File: src/design/pdc_regs.svh
// Purpose: register offsets, field positions, reset values and cycle counts
// Assumes: 32-bit APB, one register per aligned word
// Notes: definitions only
`ifndef PDC_REGS_SVH
`define PDC_REGS_SVH

`define PDC_ADDR_CNTPTR 8'h00
`define PDC_ADDR_ADRPTR 8'h04
`define PDC_ADDR_CTRL 8'h08
`define PDC_ADDR_SWAP 8'h0C
`define PDC_ADDR_STATUS 8'h10

`define PDC_PTR_SEL_BIT 0
`define PDC_CTRL_PEND_BIT 5
`define PDC_CTRL_DMAMASK_BIT 4
`define PDC_CTRL_EOBMASK_BIT 3
`define PDC_CTRL_PRL_HI 2
`define PDC_CTRL_PRL_LO 0
`define PDC_SWAP_EN_BIT 0
`define PDC_SWAP_TBL_BIT 1
`define PDC_SWAP_EOB_BIT 2
`define PDC_STATUS_BUSY_BIT 0
`define PDC_STATUS_ERR_BIT 1

`define PDC_RST_PTR 8'h00
`define PDC_RST_PRL 3'h0
`define PDC_TBL_STRIDE 8'h02

`define PDC_PRIO_LEVELS 8
`define PDC_SAMPLE_CYC 5
`define PDC_RF_XFER_CYC 8
`define PDC_MEM_XFER_CYC 16
`define PDC_RF_MAX_BYTES 8'hDE
`define PDC_MEM_MAX_BYTES 65536

`endif

File: src/design/pdc_pkg.sv
// Purpose: types shared by the dma channel and its arbiter
// Assumes: nothing
// Notes: constants live in pdc_regs.svh
package pdc_pkg;

	typedef enum logic [1:0] {PDC_IDLE, PDC_RUN, PDC_PAD} pdc_fsm_t;

	typedef struct packed {
		logic req;
		logic we;
		logic rf;
		logic [23:0] addr;
		logic [7:0] wdata;
	} pdc_acc_t;

	typedef struct packed {
		pdc_fsm_t fsm;
		logic [7:0] cntPtr;
		logic [7:0] adrPtr;
		logic pend;
		logic dmaMask;
		logic eobMask;
		logic [2:0] source_priority;
		logic swapEn;
		logic tbl;
		logic eobPend;
		logic descErr;
		logic abort;
		logic [15:0] cnt;
		logic [15:0] addr;
		logic [3:0] step;
		logic [4:0] timer;
		logic rfMode;
		logic segSel;
		logic toTarget;
		logic [7:0] pdata;
		pdc_acc_t acc;
		logic [7:0] periphOut;
		logic periphStb;
		logic dmaAck;
		logic [31:0] prdata;
		logic pslverr;
	} pdc_chan_t;

	typedef struct packed {
		logic [2:0] cnt;
		logic dmaGrant;
		logic intGrant;
	} pdc_arb_t;

endpackage

File: src/design/pdc_arbiter.sv
// Purpose: samples dma and interrupt requests and picks a winner
// Assumes: all inputs from logic on clk_sys
// Notes: level 0 is the highest priority
`timescale 1ns/1ps
`default_nettype none
`include "pdc_regs.svh"

module pdc_arbiter import pdc_pkg::*; #(
	parameter int SAMPLE_CYC = `PDC_SAMPLE_CYC
) (
	input wire logic clk_sys,
	input wire logic resetn,
	input wire logic dmaReq,
	input wire logic [2:0] sourcePriority,
	input wire logic dmaTaken,
	input wire logic busy,
	input wire logic intReq,
	input wire logic [2:0] intLevel,
	input wire logic [2:0] currentPriorityLevel,
	input wire logic topIsrActive,
	output logic dmaGrant,
	output logic intGrant
);

	localparam logic [2:0] TICK_LAST = 3'(SAMPLE_CYC - 1);

	pdc_arb_t st_reg;
	pdc_arb_t st_next;
	logic dmaOk;
	logic intOk;

	always_comb begin
		st_next = st_reg;
		st_next.intGrant = 1'b0;
		dmaOk = dmaReq && !topIsrActive && (sourcePriority <= currentPriorityLevel);
		intOk = intReq && (intLevel < currentPriorityLevel);
		if (st_reg.cnt == TICK_LAST) begin
			st_next.cnt = 3'h0;
		end else begin
			st_next.cnt = st_reg.cnt + 3'h1;
		end
		if (dmaTaken || !dmaReq) begin
			st_next.dmaGrant = 1'b0;
		end
		// no grants while a transfer runs
		if (st_reg.cnt == TICK_LAST && !busy && !st_reg.dmaGrant) begin
			if (dmaOk && (!intOk || sourcePriority <= intLevel)) begin
				st_next.dmaGrant = 1'b1;
			end else if (intOk) begin
				st_next.intGrant = 1'b1;
			end
		end
	end

	always_ff @(posedge clk_sys or negedge resetn) begin
		if (!resetn) begin
			st_reg <= '0;
		end else begin
			st_reg <= st_next;
		end
	end

	assign dmaGrant = st_reg.dmaGrant;
	assign intGrant = st_reg.intGrant;

endmodule
`default_nettype wire

File: src/design/pdc_channel.sv
// Purpose: peripheral dma channel with descriptors held in the register file
// Assumes: APB register access, same-clock peripheral and cpu signals
// Notes: descriptor and data accesses go through one byte-wide access port
//
// Notes on behaviour
// - one block moves at most 222 register-file bytes or 65536 memory bytes.
// - dma shares the eight interrupt levels; grant runs at instruction end.
// - dma beats an interrupt at the same priority level.
// - dma needs priority equal or higher than current; interrupt strictly higher.
// - dma never changes current priority and is not interruptible.
// - each transfer moves one byte, increments address, decrements counter.
// - register-file mode: address at even register, counter at next odd one.
// - counter pointer bit 0 set selects register file, clear selects memory.
// - memory mode: address and counter are 16-bit register pairs.
// - address pointer bit 0 picks dma or interrupt segment extension.
// - dma request is pending bit and dma request mask together.
// - counter reaching zero clears mask and raises end-of-block interrupt.
// - no dma acknowledge while the top-level interrupt service runs.
// - requests are sampled once every five cpu clock cycles.
// - a register-file transfer takes eight cpu clock cycles.
// - a memory transfer takes sixteen cycles plus wait states.
// - swap mode flips descriptor table, keeps mask, still raises interrupt.
// - swap keeps alternating tables 0 and 1 while enabled.
// - control register: pending 5, dma mask 4, eob mask 3, priority 2:0.
// - priority code 000 is level 0 highest, 111 is level 7 lowest.
// - pending set by event, cleared on acknowledge, writable by software.
// - pointer registers bits 7:1 locate the descriptors.
//
// Our own choices: the address map and the APB register port.
`timescale 1ns/1ps
`default_nettype none
`include "pdc_regs.svh"

module pdc_channel import pdc_pkg::*; #(
	parameter int RF_XFER_CYC = `PDC_RF_XFER_CYC,
	parameter int MEM_XFER_CYC = `PDC_MEM_XFER_CYC,
	parameter int SAMPLE_CYC = `PDC_SAMPLE_CYC
) (
	input wire logic clk_sys,
	input wire logic resetn,
	input wire logic psel,
	input wire logic penable,
	input wire logic pwrite,
	input wire logic [7:0] paddr,
	input wire logic [31:0] pwdata,
	output logic [31:0] prdata,
	output logic pready,
	output logic pslverr,
	input wire logic periphEvent,
	input wire logic periphToTarget,
	input wire logic [7:0] periphRdata,
	output logic [7:0] periphWdata,
	output logic periphWrStb,
	output logic memReq,
	output logic memWe,
	output logic memRegfile,
	output logic [23:0] memAddr,
	output logic [7:0] memWdata,
	input wire logic [7:0] memRdata,
	input wire logic memReady,
	input wire logic [7:0] interruptSegmentExtension,
	input wire logic [7:0] dmaSegmentExtension,
	input wire logic [2:0] currentPriorityLevel,
	input wire logic topIsrActive,
	input wire logic instrEnd,
	input wire logic intReq,
	input wire logic [2:0] intLevel,
	output logic intGrant,
	output logic dmaAck,
	output logic eobIrq,
	output logic [2:0] eobIrqLevel,
	input wire logic eobAck
);

	localparam logic [4:0] RF_LAST = 5'(RF_XFER_CYC - 1);
	localparam logic [4:0] MEM_LAST = 5'(MEM_XFER_CYC - 1);

	pdc_chan_t st_reg;
	pdc_chan_t st_next;
	logic dmaReq;
	logic dmaGrant;
	logic take;
	logic busy;
	logic done;
	logic apbSetup;
	logic apbWrite;
	logic eobSet;
	logic errSet;

	// descriptor base of the active table
	function automatic logic [7:0] pdcBase(input logic [7:0] ptr, input logic tbl);
		pdcBase = {ptr[7:1], 1'b0} + (tbl ? `PDC_TBL_STRIDE : 8'h00);
	endfunction

	// access issued at a given step of the transfer
	function automatic pdc_acc_t pdcAccess(input pdc_chan_t s, input logic [7:0] segInt,
		input logic [7:0] segDma);
		logic [7:0] cb;
		logic [7:0] ab;
		pdc_acc_t a;
		cb = pdcBase(s.cntPtr, s.tbl);
		ab = pdcBase(s.adrPtr, s.tbl);
		a = '0;
		a.req = 1'b1;
		a.rf = 1'b1;
		case ({s.rfMode, s.step})
			5'h10: a.addr = {16'h0000, cb};
			5'h11: a.addr = {16'h0000, cb + 8'h01};
			5'h13: begin
				a.addr = {16'h0000, cb};
				a.we = 1'b1;
				a.wdata = s.addr[7:0];
			end
			5'h14: begin
				a.addr = {16'h0000, cb + 8'h01};
				a.we = 1'b1;
				a.wdata = s.cnt[7:0];
			end
			5'h00: a.addr = {16'h0000, cb};
			5'h01: a.addr = {16'h0000, cb + 8'h01};
			5'h02: a.addr = {16'h0000, ab};
			5'h03: a.addr = {16'h0000, ab + 8'h01};
			5'h05: begin
				a.addr = {16'h0000, ab};
				a.we = 1'b1;
				a.wdata = s.addr[15:8];
			end
			5'h06: begin
				a.addr = {16'h0000, ab + 8'h01};
				a.we = 1'b1;
				a.wdata = s.addr[7:0];
			end
			5'h07: begin
				a.addr = {16'h0000, cb};
				a.we = 1'b1;
				a.wdata = s.cnt[15:8];
			end
			5'h08: begin
				a.addr = {16'h0000, cb + 8'h01};
				a.we = 1'b1;
				a.wdata = s.cnt[7:0];
			end
			5'h12, 5'h04: begin
				// the data byte itself
				a.rf = s.rfMode;
				a.we = s.toTarget;
				a.wdata = s.pdata;
				if (s.rfMode) begin
					a.addr = {16'h0000, s.addr[7:0]};
				end else begin
					a.addr = {s.segSel ? segDma : segInt, s.addr};
				end
			end
			default: a = '0;
		endcase
		pdcAccess = a;
	endfunction

	pdc_arbiter #(
		.SAMPLE_CYC(SAMPLE_CYC)
	) u_arb (
		.clk_sys(clk_sys),
		.resetn(resetn),
		.dmaReq(dmaReq),
		.sourcePriority(st_reg.source_priority),
		.dmaTaken(take),
		.busy(busy),
		.intReq(intReq),
		.intLevel(intLevel),
		.currentPriorityLevel(currentPriorityLevel),
		.topIsrActive(topIsrActive),
		.dmaGrant(dmaGrant),
		.intGrant(intGrant)
	);

	assign dmaReq = st_reg.pend && st_reg.dmaMask;
	assign busy = (st_reg.fsm != PDC_IDLE);
	assign take = (st_reg.fsm == PDC_IDLE) && dmaGrant && dmaReq && instrEnd;
	assign done = st_reg.acc.req && memReady;
	assign apbSetup = psel && !penable;
	assign apbWrite = psel && penable && pwrite;

	always_comb begin
		st_next = st_reg;
		st_next.dmaAck = 1'b0;
		st_next.periphStb = 1'b0;
		eobSet = 1'b0;
		errSet = 1'b0;
		// read data is captured in the setup cycle
		if (apbSetup) begin
			st_next.pslverr = 1'b0;
			case (paddr)
				`PDC_ADDR_CNTPTR: st_next.prdata = {24'h000000, st_reg.cntPtr};
				`PDC_ADDR_ADRPTR: st_next.prdata = {24'h000000, st_reg.adrPtr};
				`PDC_ADDR_CTRL: st_next.prdata = {26'h0000000, st_reg.pend, st_reg.dmaMask,
					st_reg.eobMask, st_reg.source_priority};
				`PDC_ADDR_SWAP: st_next.prdata = {29'h00000000, st_reg.eobPend, st_reg.tbl,
					st_reg.swapEn};
				`PDC_ADDR_STATUS: st_next.prdata = {st_reg.cnt, 14'h0000, st_reg.descErr, busy};
				default: begin
					st_next.prdata = 32'h00000000;
					st_next.pslverr = 1'b1;
				end
			endcase
		end
		case (st_reg.fsm)
			PDC_IDLE: begin
				if (take) begin
					st_next.pend = 1'b0;
					st_next.dmaAck = 1'b1;
					st_next.fsm = PDC_RUN;
					st_next.step = 4'h0;
					st_next.timer = 5'h00;
					st_next.abort = 1'b0;
					st_next.rfMode = st_reg.cntPtr[`PDC_PTR_SEL_BIT];
					st_next.segSel = st_reg.adrPtr[`PDC_PTR_SEL_BIT];
					st_next.toTarget = periphToTarget;
					st_next.pdata = periphRdata;
					st_next.acc = pdcAccess(st_next, interruptSegmentExtension,
						dmaSegmentExtension);
				end
			end
			PDC_RUN: begin
				// wait states are not counted
				if (!(st_reg.acc.req && !memReady)) begin
					st_next.timer = st_reg.timer + 5'h01;
				end
				if (done) begin
					case ({st_reg.rfMode, st_reg.step})
						5'h10: st_next.addr = {8'h00, memRdata};
						5'h11: begin
							st_next.cnt = {8'h00, memRdata};
							if (memRdata == 8'h00 || memRdata > `PDC_RF_MAX_BYTES) begin
								st_next.abort = 1'b1;
								errSet = 1'b1;
							end
						end
						5'h00: st_next.cnt[15:8] = memRdata;
						5'h01: st_next.cnt[7:0] = memRdata;
						5'h02: st_next.addr[15:8] = memRdata;
						5'h03: st_next.addr[7:0] = memRdata;
						5'h12, 5'h04: begin
							if (!st_reg.toTarget) begin
								st_next.periphOut = memRdata;
								st_next.periphStb = 1'b1;
							end
							st_next.addr = st_reg.rfMode ? {8'h00, st_reg.addr[7:0] + 8'h01}
								: st_reg.addr + 16'h0001;
							st_next.cnt = st_reg.rfMode ? {8'h00, st_reg.cnt[7:0] - 8'h01}
								: st_reg.cnt - 16'h0001;
						end
						default: st_next.step = st_reg.step;
					endcase
					st_next.step = st_reg.step + 4'h1;
					st_next.acc = pdcAccess(st_next, interruptSegmentExtension,
						dmaSegmentExtension);
					if (st_next.abort) begin
						st_next.acc = '0;
					end
					if (!st_next.acc.req) begin
						st_next.fsm = PDC_PAD;
					end
				end
			end
			PDC_PAD: begin
				st_next.timer = st_reg.timer + 5'h01;
				// descriptors are written back before leaving unless a bad descriptor aborted the block
				if (st_reg.timer >= (st_reg.rfMode ? RF_LAST : MEM_LAST)) begin
					st_next.fsm = PDC_IDLE;
					if (st_reg.abort) begin
						st_next.dmaMask = 1'b0;
					end else if (st_reg.cnt == 16'h0000) begin
						eobSet = 1'b1;
						if (st_reg.swapEn) begin
							st_next.tbl = !st_reg.tbl;
						end else begin
							st_next.dmaMask = 1'b0;
						end
					end
				end
			end
			default: st_next.fsm = PDC_IDLE;
		endcase
		if (eobAck) begin
			st_next.eobPend = 1'b0;
		end
		if (apbWrite) begin
			case (paddr)
				`PDC_ADDR_CNTPTR: st_next.cntPtr = pwdata[7:0];
				`PDC_ADDR_ADRPTR: st_next.adrPtr = pwdata[7:0];
				`PDC_ADDR_CTRL: begin
					st_next.pend = pwdata[`PDC_CTRL_PEND_BIT];
					st_next.dmaMask = pwdata[`PDC_CTRL_DMAMASK_BIT];
					st_next.eobMask = pwdata[`PDC_CTRL_EOBMASK_BIT];
					st_next.source_priority = pwdata[`PDC_CTRL_PRL_HI:`PDC_CTRL_PRL_LO];
				end
				`PDC_ADDR_SWAP: begin
					st_next.swapEn = pwdata[`PDC_SWAP_EN_BIT];
					if (pwdata[`PDC_SWAP_EOB_BIT]) begin
						st_next.eobPend = 1'b0;
					end
				end
				`PDC_ADDR_STATUS: begin
					if (pwdata[`PDC_STATUS_ERR_BIT]) begin
						st_next.descErr = 1'b0;
					end
				end
				default: st_next.cntPtr = st_next.cntPtr;
			endcase
		end
		// hardware sets win over clears in the same cycle
		if (periphEvent) begin
			st_next.pend = 1'b1;
		end
		if (eobSet) begin
			st_next.eobPend = 1'b1;
		end
		if (errSet) begin
			st_next.descErr = 1'b1;
		end
	end

	always_ff @(posedge clk_sys or negedge resetn) begin
		if (!resetn) begin
			st_reg <= '0;
			st_reg.fsm <= PDC_IDLE;
			st_reg.cntPtr <= `PDC_RST_PTR;
			st_reg.adrPtr <= `PDC_RST_PTR;
			st_reg.source_priority <= `PDC_RST_PRL;
		end else begin
			st_reg <= st_next;
		end
	end

	assign prdata = st_reg.prdata;
	assign pready = 1'b1;
	assign pslverr = st_reg.pslverr && psel && penable;
	assign periphWdata = st_reg.periphOut;
	assign periphWrStb = st_reg.periphStb;
	assign memReq = st_reg.acc.req;
	assign memWe = st_reg.acc.we;
	assign memRegfile = st_reg.acc.rf;
	assign memAddr = st_reg.acc.addr;
	assign memWdata = st_reg.acc.wdata;
	assign dmaAck = st_reg.dmaAck;
	assign eobIrq = st_reg.eobPend && st_reg.eobMask;
	assign eobIrqLevel = st_reg.source_priority;

endmodule
`default_nettype wire

File: config.mk
export PLATFORM = sky130hd
export DESIGN_NAME = pdc_channel
export DESIGN_NICKNAME = d
export VERILOG_FILES = /design/src/design/pdc_pkg.sv /design/src/design/pdc_arbiter.sv /design/src/design/pdc_channel.sv
export VERILOG_INCLUDE_DIRS = /design/src /design/src/design
export SDC_FILE = /design/constraint.sdc
export NUM_CORES = 1
export LEC_CHECK = 0
export BUFFER_PORTS_ARGS = -buffer_cell sky130_fd_sc_hd__buf_2
export CAP_MARGIN = 20
export CORE_ASPECT_RATIO = 1.75
export CORE_UTILIZATION = 45
export DETAILED_ROUTE_END_ITERATION = 10
export PLACE_DENSITY = 0.66
export RECOVER_POWER = 50
export REMOVE_ABC_BUFFERS = 1
export SLEW_MARGIN = 20
export SYNTH_ARGS = -nofsm -noshare
export SYNTH_HDL_FRONTEND = slang
export SYNTH_SLANG_ARGS = --single-unit
File: constraint.sdc
create_clock -name clk_sys -period 4.1 [get_ports clk_sys]
set_clock_uncertainty 0.1 [all_clocks]
set_input_delay 0 -clock clk_sys [delete_from_list [all_inputs] [get_ports clk_sys]]
set_output_delay 0 -clock clk_sys [all_outputs]
set_load 0.01 [all_outputs]
### Yosys cells after proc, flatten, opt, wreduce, memory -nomap -nowiden

Cells that the tools add are included.

* bits in registers: 164
* input port bits: 90
* output and inout bits: 84
* word-level logic and storage cells: 226

* $add $sub $neg: 11
* order comparisons: 5
* eq/ne operators: 32
* muxes and demuxes: 76
* bitwise gates (word level): 2
* reduce and logical (&&, ||, !) cells: 67

Operator list (number)
* one-hot mux 32 bit (5 select lines): 1
* one-hot mux 24 bit (5 select lines): 1
* two-way mux 35 bit: 3
* one-hot mux 35 bit (2 select lines): 1
* two-way mux 55 bit: 1
* one-hot mux 8 bit (3 select lines): 2
* two-way mux 44 bit: 1
* equality test 5 bit (second input constant): 8
* one-hot mux 8 bit (5 select lines): 1
* two-way mux 1 bit: 38
* two-way mux 37 bit: 1
* two-way mux 16 bit: 2
* one-hot mux 8 bit (2 select lines): 2
* equality test 5 x 3 -> 1 bit (second input constant): 5
* adder 8 x 1 -> 8 bit (second input constant): 3
* two-way mux 24 bit: 1
* equality test 5 x 2 -> 1 bit (second input constant): 4
* logical AND 1 bit: 18
* two-way mux 9 bit: 2
* adder 16 x 1 -> 16 bit (second input constant): 1
* adder 8 x 2 -> 8 bit: 2
* equality test 8 x 4 -> 1 bit (second input constant): 2
* zero test 16 bit: 1
* zero test 8 bit: 2
* other kinds (46): 90

### Depth between registers and ports, before layout

Gate-level depths: netlist of run 1.

* depth after elaboration: 12
* gate-level depth with buffers: 11
* mapped depth without buffers: 8

### Cells and area by module

From an unflattened synthesis of run 1, not the netlist that was laid out.

* cell total of the unflattened synthesis: 1134
* area, all modules: 10028.4 sq um

By module, submodules not included
* pdc_channel: instances 1, cells each 1088, area each 9599.2 sq um, seq. area each 3778.6 sq um
* pdc_arbiter: instances 1, cells each 46, area each 429.2 sq um, seq. area each 125.1 sq um

### Worst setup path after synthesis of run 1

Ideal clock, no wire load.

* path kind: flip-flop to flip-flop
* start: register st_reg[95] in the netlist's numbering
* end: register st_reg[157] in the netlist's numbering
* setup time: 125 ps
* arrival time: 2268 ps
* data required time: 3875 ps
* path slack: 1607 ps
* stages on the path, launching flop included: 10
* buffers on the path: 1
* period minus slack after synthesis: 2493 ps
* path through: dfrtp_1 inv_1 ha_1 or3b_2 buf_1 o41ai_2 a31oi_1 o31a_1 a21oi_1 mux2_2

* cells in the longest elaborated chain, start to end: 9
* elaborated cells on any way between the ends: 26
* those cells by class: add/sub: 1; eq/ne: 15; mux: 7; reduce/logical: 3

Ends and longest elaborated chain
* start: declaration: RTL line pdc_channel.sv:78 `pdc_chan_t st_reg;`
* start signal: assignment: RTL line pdc_channel.sv:331 `st_reg <= st_next;`
* adder 4 x 1 -> 4 bit / equality test 5 bit (equally long branches): RTL line pdc_channel.sv:254, pdc_channel.sv:229
* equality test 5 bit, or another cell as far along: RTL line pdc_channel.sv:106 `case ({s.rfMode, s.step})`
* OR reduction 14 bit (no source line) / two-way mux 1 bit (equally long branches)
* two-way mux 1 bit (on tied branches): RTL line pdc_channel.sv:106, pdc_channel.sv:206
* two-way mux 35 bit (*): RTL line pdc_channel.sv:257 `if (st_next.abort) begin`
* two-way mux 35 bit (*): RTL line pdc_channel.sv:228 `if (done) begin`
* two-way mux 35 bit (*): RTL line pdc_channel.sv:206 `case (st_reg.fsm)`
* inequality test 2 bit (no source line) (*)
* AND reduction 4 bit (no source line) (*)

Mark *: on every way between the ends. The rest lies on a longest branch, timed or not. The select of a mux whose other input is x is not followed.
A chain may end at the register's enable or synchronous reset.

### Final worst setup path of run 1

* start: register st_reg[94] in the netlist's numbering
* end: register st_reg, in the netlist memWdata[4]

* cells in the longest elaborated chain, start to end: 9
* elaborated cells on any way between the ends: 36
* those cells by class: add/sub: 1; eq/ne: 15; mux: 13; reduce/logical: 7

Ends and longest elaborated chain
* adder 4 x 1 -> 4 bit, or another cell as far along: RTL line pdc_channel.sv:254 `st_next.step = st_reg.step + 4'h1;`
* equality test 5 bit, or another cell as far along: RTL line pdc_channel.sv:106
* OR reduction 2 bit, or another cell as far along: RTL line pdc_channel.sv:106
* one-hot mux 8 bit (5 select lines) / two-way mux 1 bit (equally long branches): RTL line pdc_channel.sv:106, pdc_channel.sv:206
* two-way mux 35 bit (*): RTL line pdc_channel.sv:257
* two-way mux 35 bit (*): RTL line pdc_channel.sv:228
* two-way mux 35 bit (*): RTL line pdc_channel.sv:206
* two-way mux 44 bit (*): RTL line pdc_channel.sv:228
* one-hot mux 35 bit (2 select lines) (*): RTL line pdc_channel.sv:206

Marks and branches as above.

==> metrics.md, run 1 <==
| Metric | Value |
|---|---|
| Mapped Area | `9930 um2` |
| Final WL | `29.8 mm` |
| Hold Path Class | `in2reg` |
| RD Place Congestion | `0.953` |
| Synth Instances | `1108` |
| Max rail drop VDD | `0.000330 V` |
| Drt first pass iters | `9` |
| Clock Latency Late Sink | `460 ps` |
| CP Class | `reg2reg` |
| Synth cell types | `85` |
| CTS-repair resized insts | `0` |
| Synth Flop Type | `dfrtp_1` |
| P_leak | `5.05 nW` |
| Outcome | `finished, violations left` |
| Cell depth of the worst hold path | `5` |
| CORE AREA | `21600 um2` |
| Max reg flops | `79` |
| Num CTS Buffers | `17` |
| Die area | `22700 um2` |
| Width of the die | `114 um` |
| Register area share after synthesis | `39.3%` |
| Final WS setup | `850 ps` |
| I/O pin count | `174` |
| Initial Utilization | `46.0%` |
| Util after Layout | `52.5%` |
| Count of input and output buffers | `140` |
| CP Data Required Time | `4310 ps` |
| Slew Limit Fails | `114` |
| Synth area leaders | `dfrtp_1 (39%), nand2_1 (6.9%), buf_4 (6.3%)` |
| Pin count of the biggest net entering global routing | `80` |
| DRC viols | `0` |
| CTS tree | `done` |
| Worst r2r src | `st_reg[94]$_DFFE_PN0P_` |
| Worst-path maximum fanout | `12` |
| Clock buffer depth | `2` |
| Die span in y | `199 um` |
| Endpoint, Worst Hold | `memAddr[23]$_DFFE_PN0P_` |
| Crit start category | `flip-flop` |
| Initial antenna violation count | `0` |
| Global route overflow | `0` |
| Clock transition at path regs | `70 ps` |
| Post-route ant nets | `0` |
| Vias in the first global route | `8783` |
| Internal reg-to-reg setup slack | `850 ps` |
| Synth Register Bits | `156` |
| Dominant cell type by area after synthesis | `dfrtp_1` |
| Row count | `71` |
| Fmax | `308 MHz` |
| Async SR Flop Fraction | `100%` |
| Avg Inst Size Synth | `8.96 um2` |
| First-pass GRT wire length | `46.9 mm` |
| Slew @ Worst Pin | `2040 ps` |
| Area grow syn2layout | `14.1%` |
| Share of layout cells above drive strength 1 | `14.6%` |
| Pre-CTS setup slack | `870 ps` |
| Diode count | `0` |
| Worst R2R End | `memWdata[4]$_DFFE_PN0P_` |
| Setup TNS | `0 ps` |
| Hold Crit Start | `interruptSegmentExtension[7]` |
| Nets | `1329` |
| Worst slew margin | `-35.9%` |
| Period utilization | `79.3%` |
| Element type at the critical path end | `flip-flop` |
| Synth Warn # | `0` |
| Gr usage total | `27.6%` |
| Post-synth EDFFs | `0` |
| Routed vias | `8860` |
| Crit path DAT | `3460 ps` |
| Final setup violating endpoints | `0` |
| First DRT Iteration DRCs | `632` |
| RSZ-0062 raised after global routing | `false` |
| Fin crit period | `3250 ps` |
| Per-cell routed wire length | `19.7 um` |
| Cell Pwr Density | `526 nW/um2` |
| Post-DP HPWL | `21.5 mm` |
| Final hold vios | `0` |
| Number of cells on the worst reg-to-reg path | `9` |
| Share of the synthesized area in the top cell type | `39.3%` |
| Via/cell ratio | `5.85` |
| H-tree depth | `4` |
| Root Buffer | `clkbuf_16` |
| Max cap viols | `2` |
| CTS sink count | `156` |
| Violations in the final reports | `max-capacitance violations, max-slew violations` |
## layer usage
metal	part of all wire, %	global-route usage [%]
met5	0	0
met4	7.1	22.8
met3	4.8	4.27
met2	52	47.8
met1	36	29.2
## worst max-delay path by stage
stage / cells after the start / startpoint / endpoint / slack [ps]
5_1_grt: 9 / st_reg[94]$_DFFE_PN0P_ / memWdata[4]$_DFFE_PN0P_ / 640
3_5_place_dp: 9 / st_reg[94]$_DFFE_PN0P_ / memWdata[4]$_DFFE_PN0P_ / 870
6_report: 9 / st_reg[94]$_DFFE_PN0P_ / memWdata[4]$_DFFE_PN0P_ / 850
3_3_place_gp: 9 / st_reg[94]$_DFFE_PN0P_ / memWdata[4]$_DFFE_PN0P_ / 940
2_1_floorplan: 8 / st_reg[94]$_DFFE_PN0P_ / memWdata[4]$_DFFE_PN0P_ / 780
4_1_cts: 9 / st_reg[94]$_DFFE_PN0P_ / memWdata[4]$_DFFE_PN0P_ / 880
## cell type report
class / count / area (um2)
clock buffer: 21 / 460
clock inverter: 10 / 67.6
fill: 2064 / 10300
inverter: 34 / 128
multi-input combinational: 780 / 5050
sequential: 156 / 3900
tap: 292 / 365
timing repair buffer: 221 / 1360
## synthesized netlist by cell type, types with 6 or more instances
library cell  count
nand2_1         183
dfrtp_1         156
o21ai_0          94
buf_4            83
clkbuf_1         36
nor2_1           35
inv_1            32
ha_1             29
mux2_2           29
nand3_1          29
a21oi_1          26
nor3_1           26
mux2i_1          23
a22o_1           21
buf_2            20
a22oi_1          17
nand2b_1         15
a222oi_1         14
and3_1           14
nor2b_1          13
nor4_1           11
and2_1           10
o31ai_1          10
xor2_1           10
a31oi_1           9
xnor2_1           9
a21o_1            8
a221oi_1          8
a32oi_1           8
nand4_1           7
o211ai_1          7
or2_2             7
or3_1             7
buf_1             6
## cell usage in the layout, fill, tap and decap left out, types with 7 or more instances in the layout
| cell type | count |
|---|---|
| nor4_1 | 11 |
| xnor2_1 | 9 |
| o21ai_0 | 94 |
| a22oi_1 | 17 |
| xor2_1 | 10 |
| mux2_2 | 29 |
| dfrtp_1 | 156 |
| nand2b_1 | 15 |
| ha_1 | 29 |
| nand2_1 | 183 |
| o31ai_1 | 10 |
| inv_1 | 32 |
| nand3_1 | 29 |
| buf_4 | 24 |
| mux2i_1 | 23 |
| a32oi_1 | 8 |
| a22o_1 | 21 |
| o211ai_1 | 7 |
| clkbuf_1 | 78 |
| conb_1 | 9 |
| or2_2 | 7 |
| a21o_1 | 8 |
| a21oi_1 | 26 |
| and3_1 | 14 |
| nor3_1 | 26 |
| nand4_1 | 7 |
| and2_1 | 9 |
| a31oi_1 | 9 |
| or3_1 | 7 |
| a222oi_1 | 14 |
| buf_2 | 64 |
| nor2b_1 | 13 |
| dlygate4sd3_1 | 55 |
| a221oi_1 | 8 |
| nor2_1 | 34 |
| clkbuf_16 | 17 |
## critical path, stage by stage (launching register included)
cell	delay, ps
dfrtp_1	500
inv_1	140
ha_1	240
and4bb_2	250
nor2_1	530
buf_4	310
o21ai_0	100
a221o_2	360
a221oi_1	430
a32oi_1	160
## repair_timing
action,CTS,global route
setup buffers,0,0
hold buffers,55,0
endpoints found under the hold margin,148,0
## through the flow
step / total power, mW / instances / hold WS (ps) / cell area [um2]
after floorplan: 3.53 / 970 / -396 / 9070
after global placement: 4.38 / 1428 / -16.6 / 10400
after detailed placement: 4.42 / 1428 / -13.3 / 10400
after CTS: 5.93 / 1514 / 5.70 / 11400
after global routing: 6.30 / 1514 / 31.9 / 11300
final: 5.96 / 1514 / 10.9 / 11300
## kinds of logic after synthesis
group / Yosys count / synth area share [%]
AO/OA/AOI/OAI: 286 / 20.2
XOR/XNOR: 21 / 2.00
adder cells (fa/ha/maj): 29 / 3.65
buffers and inverters: 179 / 10.2
flip-flops: 156 / 39.3
multiplexers: 53 / 5.83
other: 2 / 0.0756
AND/OR/NAND/NOR: 382 / 18.8
## report_power, final
group | total [mW] | switching [mW] | internal [mW]
registers | 2.16 | 0.364 | 1.79
clock network | 1.46 | 0.661 | 0.799
logic | 2.34 | 1.47 | 0.872
total | 5.96 | 2.50 | 3.46
Power figures use the tool's default switching activity.
==> inputs of run 2 (changes only) <==
- PLACE_DENSITY: 0.66 -> 0.69
- clock period: 4.1 -> 2.9 ns (I/O delays scaled with it)
==> run 2 against run 1 <==
  * Clock power grew 71%
  * Count of clock-buffer cells in the layout did not move
  * The run still ends with max-capacitance violations, max-slew violations left
  * Wire length up 5.4%
  * Sequential share of layout area is 1.4 points lower
  * Combinational power up 55%
  * Highest routed layer unchanged
==> metrics.md, run 2 (synthesis gave the netlist of run 1 again) <==
| Metric | Value |
|---|---|
| Worst path top cell family by delay | `simple AND/OR/NAND/NOR gates` |
| RD Place Congestion | `0.946` |
| Multi-input gate area | `5060 um2` |
| Final Instance Area | `11800 um2` |
| Share of layout cells above drive strength 1 | `18.0%` |
| Crit path DAT | `2980 ps` |
| Fin crit period | `2780 ps` |
| Clock transition at path regs | `60 ps` |
| Crit start category | `flip-flop` |
| Via/cell ratio | `5.87` |
| First DRT Iteration DRCs | `741` |
| Initial Utilization | `46.0%` |
| Max cap viols | `1` |
| Slowest stage cell, crit path | `nand4_1` |
| Clock power frac | `27.4%` |
| Post-route ant nets | `0` |
| Outcome | `finished, violations left` |
| CTS sink count | `156` |
| P_leak | `5.34 nW` |
| Hold Path Class | `in2reg` |
| Area grow syn2layout | `18.9%` |
| Violations in the final reports | `max-capacitance violations, max-slew violations` |
| Drt first pass iters | `5` |
| Gr usage total | `28.9%` |
| RSZ-0062 raised after global routing | `false` |
| P_sw | `3.62 mW` |
| Hold Crit Start | `interruptSegmentExtension[7]` |
| Root Buffer | `clkbuf_16` |
| Width of the die | `114 um` |
| Most frequent cells in the layout | `nand2_1 (183), dfrtp_1 (156), o21ai_0 (93), clkbuf_1 (78), buf_4 (71)` |
| CTS tree | `done` |
| Final hold vios | `0` |
| Switch share | `39.6%` |
| Slew Limit Fails | `35` |
| Tot Pwr | `9.14 mW` |
| Post-DP HPWL | `22.7 mm` |
| Worst r2r src | `st_reg[103]$_DFFE_PN0P_` |
| Critical Path Max Stage Delay | `510 ps` |
| Pint | `5.52 mW` |
| Routed vias | `9166` |
| Final WS setup | `118 ps` |
| Critical Path, Cell by Cell | `nand4_1, nor4_1, xor2_1, a222oi_1, a2bb2oi_1, a41oi_1` |
| Slew @ Worst Pin | `1880 ps` |
| CP bufs+invs | `0` |
| Count of input and output buffers | `140` |
| Worst slew margin | `-25.1%` |
| Die area | `22700 um2` |
| Clock Latency Late Sink | `450 ps` |
| CP Class | `reg2reg` |
| Clock buffer depth | `2` |
| Die span in y | `199 um` |
| Num CTS Buffers | `17` |
| Util after Layout | `54.7%` |
| Per-cell routed wire length | `20.1 um` |
| DRC viols | `0` |
| Pre-CTS setup slack | `119 ps` |
| Vias in the first global route | `9037` |
| Fmax | `359 MHz` |
| Most common cell after layout, fill and taps aside | `nand2_1` |
| Period utilization | `95.9%` |
| I/O pin count | `174` |
| Crit. Startpoint | `st_reg[103]$_DFFE_PN0P_` |
| Nets | `1375` |
| Element type at the critical path end | `flip-flop` |
| Cell Pwr Density | `774 nW/um2` |
| H-tree depth | `4` |
| First-pass GRT wire length | `48.9 mm` |
| Sequential share of power | `33.0%` |
| Max rail drop VDD | `0.000422 V` |
| CORE AREA | `21600 um2` |
| Fillers | `1965` |
| Global route overflow | `0` |
| Initial antenna violation count | `1` |
| Pin count of the biggest net entering global routing | `89` |
| Combinational power share | `39.6%` |
| Final WL | `31.4 mm` |
| Final setup violating endpoints | `0` |
| CP Data Required Time | `3100 ps` |
| Row count | `71` |
| Max reg flops | `79` |
| Register area | `3900 um2` |
| Setup TNS | `0 ps` |
| Placed cell areas | `10700 um2` |
| Worst-path maximum fanout | `8` |
[run 2: worst register-to-register path, stage by stage (launching register included)]
cell,delay [ps]
dfrtp_1,480
nand4_1,510
nor4_1,480
xor2_1,120
a222oi_1,500
a2bb2oi_1,300
a41oi_1,150
[run 2: worst paths after layout]
| check | slack [ps] | endpoint | cells past startpoint |
|---|---|---|---|
| max | 120 | memWdata[6]$_DFFE_PN0P_ | 6 |
| max in group asynchronous | 420 | memWe$_DFFE_PN0P_ | 4 |
| min reg2reg | 360 | u_arb.st_reg[2]$_DFF_PN0_ | 1 |
| min in group asynchronous | 790 | memReq$_DFFE_PN0P_ | 4 |
| max reg2reg | 120 | memWdata[6]$_DFFE_PN0P_ | 6 |
| min | 6 | memAddr[23]$_DFFE_PN0P_ | 5 |
[run 2: layer usage]
metal / vias up / part of all wire [%] / track usage, %
li1: 4210 / - / -
met1: 4449 / 35 / 29.7
met2: 374 / 52 / 50.6
met3: 133 / 5.2 / 5.55
met4: 0 / 7.5 / 23.2
met5: - / 0 / 0
[run 2: what timing repair did]
action,CTS,global route
setup endpoints to repair,0,9
hold buffers,54,0
hold endpoints to repair,223,0
gates resized for setup,0,5
setup buffers,0,1
[run 2: final cells by class]
cell class | count | area share (%)
Timing Repair Buffer | 267 | 14.4
Inverter | 34 | 1.08
Sequential cell | 156 | 33.1
Multi-Input combinational cell | 780 | 42.8
Antenna cell | 2 | 0.0424
Tap cell | 292 | 3.09
Clock buffer | 21 | 3.90
Clock inverter | 10 | 1.59
[run 2: power by group through the flow]
| stage | registers [mW] | clock network (mW) | logic, mW |
|---|---|---|---|
| global route | 3.06 | 2.60 | 3.95 |
| global placement | 3.01 | 0 | 3.41 |
| finish | 3.01 | 2.50 | 3.62 |
| floorplan | 2.97 | 0 | 2.02 |
| detailed placement | 3.03 | 0 | 3.45 |
| CTS | 3.00 | 2.53 | 3.54 |
[run 2: stage by stage]
step	hold WS, ps	cells
CTS	11.2	1559
global placement	-183	1474
finish	6.46	1562
detailed placement	-179	1474
floorplan	-396	970
global route	27.4	1560
==> inputs of run 3 (changes only) <==
- CTS_CLUSTER_DIAMETER: unset -> 120
- PLACE_DENSITY: 0.69 -> 0.74
- SYNTH_HIERARCHICAL: unset -> 1
==> run 3 against run 2 <==
  * The run still ends with max-capacitance violations, max-slew violations left
  * Synthesized cell count grew 2.3%
  * Sequential power is 2% lower
  * Non-clock buffer count shrank 7
  * Critical path depth rose by 2
  * Fmax decreased by 0.16%
  * Via count rose by 0.33%
  * Sequential share of layout area about the same
  * Cell area up 0.12%
  * Sequential cell count is the same
  * Wire length is 1.2% lower
  * Clock power down 12%
  * Hold slack better by 20 ps
  * Critical path type unchanged
  * Largest cell class unchanged
==> metrics.md, run 3 <==
| Metric | Value |
|---|---|
| Outcome | `finished, violations left` |
| Violations in the final reports | `max-capacitance violations, max-slew violations` |
| Post-synth EDFFs | `0` |
| Die area | `22900 um2` |
| Fillers | `2042` |
| Critical Path Max Stage Delay | `550 ps` |
| Fin crit period | `2790 ps` |
| Post-DP HPWL | `23.1 mm` |
| Synth top cells by count | `nand2_1 (215), dfrtp_1 (156), o21ai_0 (107)` |
| Pint | `4.97 mW` |
| Final setup violating endpoints | `0` |
| Clock transition at path regs | `70 ps` |
| Worst slew margin | `-40.5%` |
| Clock buffer depth | `2` |
| I/O pin count | `174` |
| CORE AREA | `21700 um2` |
| Share of the synthesized area in the top cell type | `38.9%` |
| Max cap viols | `1` |
| Setup TNS | `0 ps` |
| Final hold vios | `0` |
| Nets | `1401` |
| Synth Instances | `1134` |
| First DRT Iteration DRCs | `634` |
| Synth cell types | `99` |
| CTS sink count | `156` |
| Mapped Area | `10000 um2` |
| Worst-path maximum fanout | `18` |
| Final WL | `31.0 mm` |
| Root Buffer | `clkbuf_16` |
| Count of input and output buffers | `140` |
| Element type at the critical path end | `flip-flop` |
| Drt first pass iters | `5` |
| Initial Utilization | `46.3%` |
| P_leak | `5.23 nW` |
| Register area share after synthesis | `38.9%` |
| Routed vias | `9196` |
| Dominant cell type by area after synthesis | `dfrtp_1` |
| RD Place Congestion | `0.923` |
| Most common cell after layout, fill and taps aside | `nand2_1` |
| Slew Limit Fails | `83` |
| Sequential share of power | `35.5%` |
| Hold Path Class | `in2reg` |
| Slowest stage cell, crit path | `dlygate4sd3_1` |
| Synth Warn # | `6` |
| Clock power frac | `26.5%` |
| Async SR Flop Fraction | `100%` |
| Synth area leaders | `dfrtp_1 (39%), nand2_1 (8.0%), buf_4 (6.1%)` |
| H-tree depth | `4` |
| RSZ-0062 raised after global routing | `false` |
| Global route overflow | `0` |
| WHS | `26.6 ps` |
| P_sw | `3.32 mW` |
| Die span in y | `199 um` |
| Crit path DAT | `3010 ps` |
| Synth Register Bits | `156` |
| DRC viols | `0` |
| Via/cell ratio | `5.80` |
| Crit start category | `flip-flop` |
| Initial antenna violation count | `0` |
| Combinational power share | `38.0%` |
| Area grow syn2layout | `17.9%` |
| Per-cell routed wire length | `19.6 um` |
| Switch share | `40.0%` |
| Most used cell, CP | `inv_1` |
| Cell Pwr Density | `702 nW/um2` |
| CP bufs+invs | `3` |
| Row count | `71` |
| CP Class | `reg2reg` |
| Max rail drop VDD | `0.000465 V` |
| Share of layout cells above drive strength 1 | `18.4%` |
| Post-route ant nets | `0` |
| Critical Path, Cell by Cell | `inv_1, ha_1, inv_1, or2_2, nand2_1, nor2_1, a211o_1, dlygate4sd3_1` |
| Most frequent cell after synthesis | `nand2_1` |
| Post-CTS Setup Inserts | `0` |
| Clock Latency Late Sink | `440 ps` |
| Avg Inst Size Synth | `8.84 um2` |
| Slew @ Worst Pin | `2110 ps` |
| Placed cell areas | `10800 um2` |
| Max reg flops | `79` |
| Diode count | `0` |
| Synth Flop Type | `dfrtp_1` |
| Width of the die | `115 um` |
| Most frequent cells in the layout | `nand2_1 (215), dfrtp_1 (155), o21ai_0 (105), clkbuf_1 (70), buf_2 (69)` |
| Worst path top cell family by delay | `buffers and inverters` |
| Final Instance Area | `11800 um2` |
| Vias in the first global route | `9167` |
| Period utilization | `96.1%` |
| Pin count of the biggest net entering global routing | `84` |
| Fmax | `359 MHz` |
| CTS tree | `done` |
| Num CTS Buffers | `17` |
| Gr usage total | `28.0%` |
| CP Data Required Time | `3120 ps` |
| First-pass GRT wire length | `48.1 mm` |
==> run 3: changes by cell type after synthesis, moves of 5 or more <==
| cell | previous run | this run |
|---|---|---|
| a222oi_1 | 14 | 6 |
| a22o_1 | 21 | 10 |
| mux2_2 | 29 | 24 |
| nand2_1 | 183 | 215 |
| nand3_1 | 29 | 40 |
| nor3_1 | 26 | 20 |
| nor4_1 | 11 | 4 |
| o21ai_0 | 94 | 107 |
| o21ai_1 | 3 | 9 |
| o221a_2 | 0 | 7 |
| o311ai_0 | 5 | 0 |
| o31ai_1 | 10 | 15 |
| or2b_1 | 0 | 5 |
==> run 3: repair_timing <==
item / in CTS / in global routing
hold buffers: 53 / 0
endpoints found under the hold margin: 149 / 0
gates resized for setup: 0 / 5
setup endpoints to repair: 0 / 16
==> run 3: final timing paths <==
check / slack, ps / to / start / cells after the start
max reg2reg: 110 / st_reg[140]$_DFF_PN0_ / st_reg[158]$_DFFE_PN0P_ / 8
min in group asynchronous: 590 / periphWrStb$_DFF_PN0_ / resetn / 2
max: 110 / st_reg[140]$_DFF_PN0_ / st_reg[158]$_DFFE_PN0P_ / 8
min reg2reg: 370 / periphWdata[5]$_DFFE_PN0P_ / periphWdata[5]$_DFFE_PN0P_ / 2
max in group asynchronous: 730 / prdata[3]$_DFFE_PN0P_ / resetn / 3
min: 30 / st_reg[131]$_DFFE_PN0P_ / psel / 4
==> run 3: worst min-delay path: cells and delay by family <==
| family | cells | cell delay [ps] |
|---|---|---|
| compound gates | 1 | 110 |
| buf+inv | 1 | 120 |
| simple gates | 2 | 300 |
==> run 3: stage by stage <==
stage | setup WS, ps | util, % | total power, mW | std cells
floorplan | -1330 | - | 4.62 | 1002
global placement | 209 | 49.8 | 5.95 | 1501
detailed placement | 151 | 49.8 | 6.01 | 1501
CTS | 124 | 54.9 | 8.28 | 1586
global route | 5.63 | 54.5 | 8.75 | 1586
finish | 114 | 54.5 | 8.29 | 1586
==> run 3: kinds of logic (layout without fill, tap and decap cells) <==
logic type	count (synthesis)	after routing	share of synthesized area (%)
xor+xnor	17	17	1.82
simple gates	423	423	21.1
buf+inv	169	322	9.72
mux	47	47	5.13
compound gates	290	290	19.5
fa+ha+maj	30	30	3.74
flops	156	156	38.9
other cells	2	9	0.0749
==> run 3: layout make-up <==
| class | instances | area [um2] | area share (%) |
|---|---|---|---|
| clock buffer | 18 | 439 | 3.72 |
| clock inverter | 14 | 134 | 1.13 |
| inverter | 30 | 113 | 0.953 |
| multi-input combinational | 816 | 5210 | 44.1 |
| sequential | 156 | 3910 | 33.0 |
| tap | 292 | 365 | 3.09 |
| timing repair buffer | 260 | 1650 | 14.0 |
==> run 3: per-layer routing <==
metal	share of wire, %	vias up	GRT usage (%)
met5	0	-	0
met4	8.3	0	22.4
met3	4.7	144	4.88
met2	52	371	49.6
met1	35	4407	28.5
li1	-	4274	-
==> run 3: power by group through the flow <==
stage               registers, mW  logic [mW]  clock network, mW
floorplan                    2.85        1.77                  0
global placement             2.95        3.00                  0
detailed placement           2.96        3.04                  0
CTS                          2.92        3.13               2.24
global route                 2.99        3.44               2.32
finish                       2.94        3.16               2.20
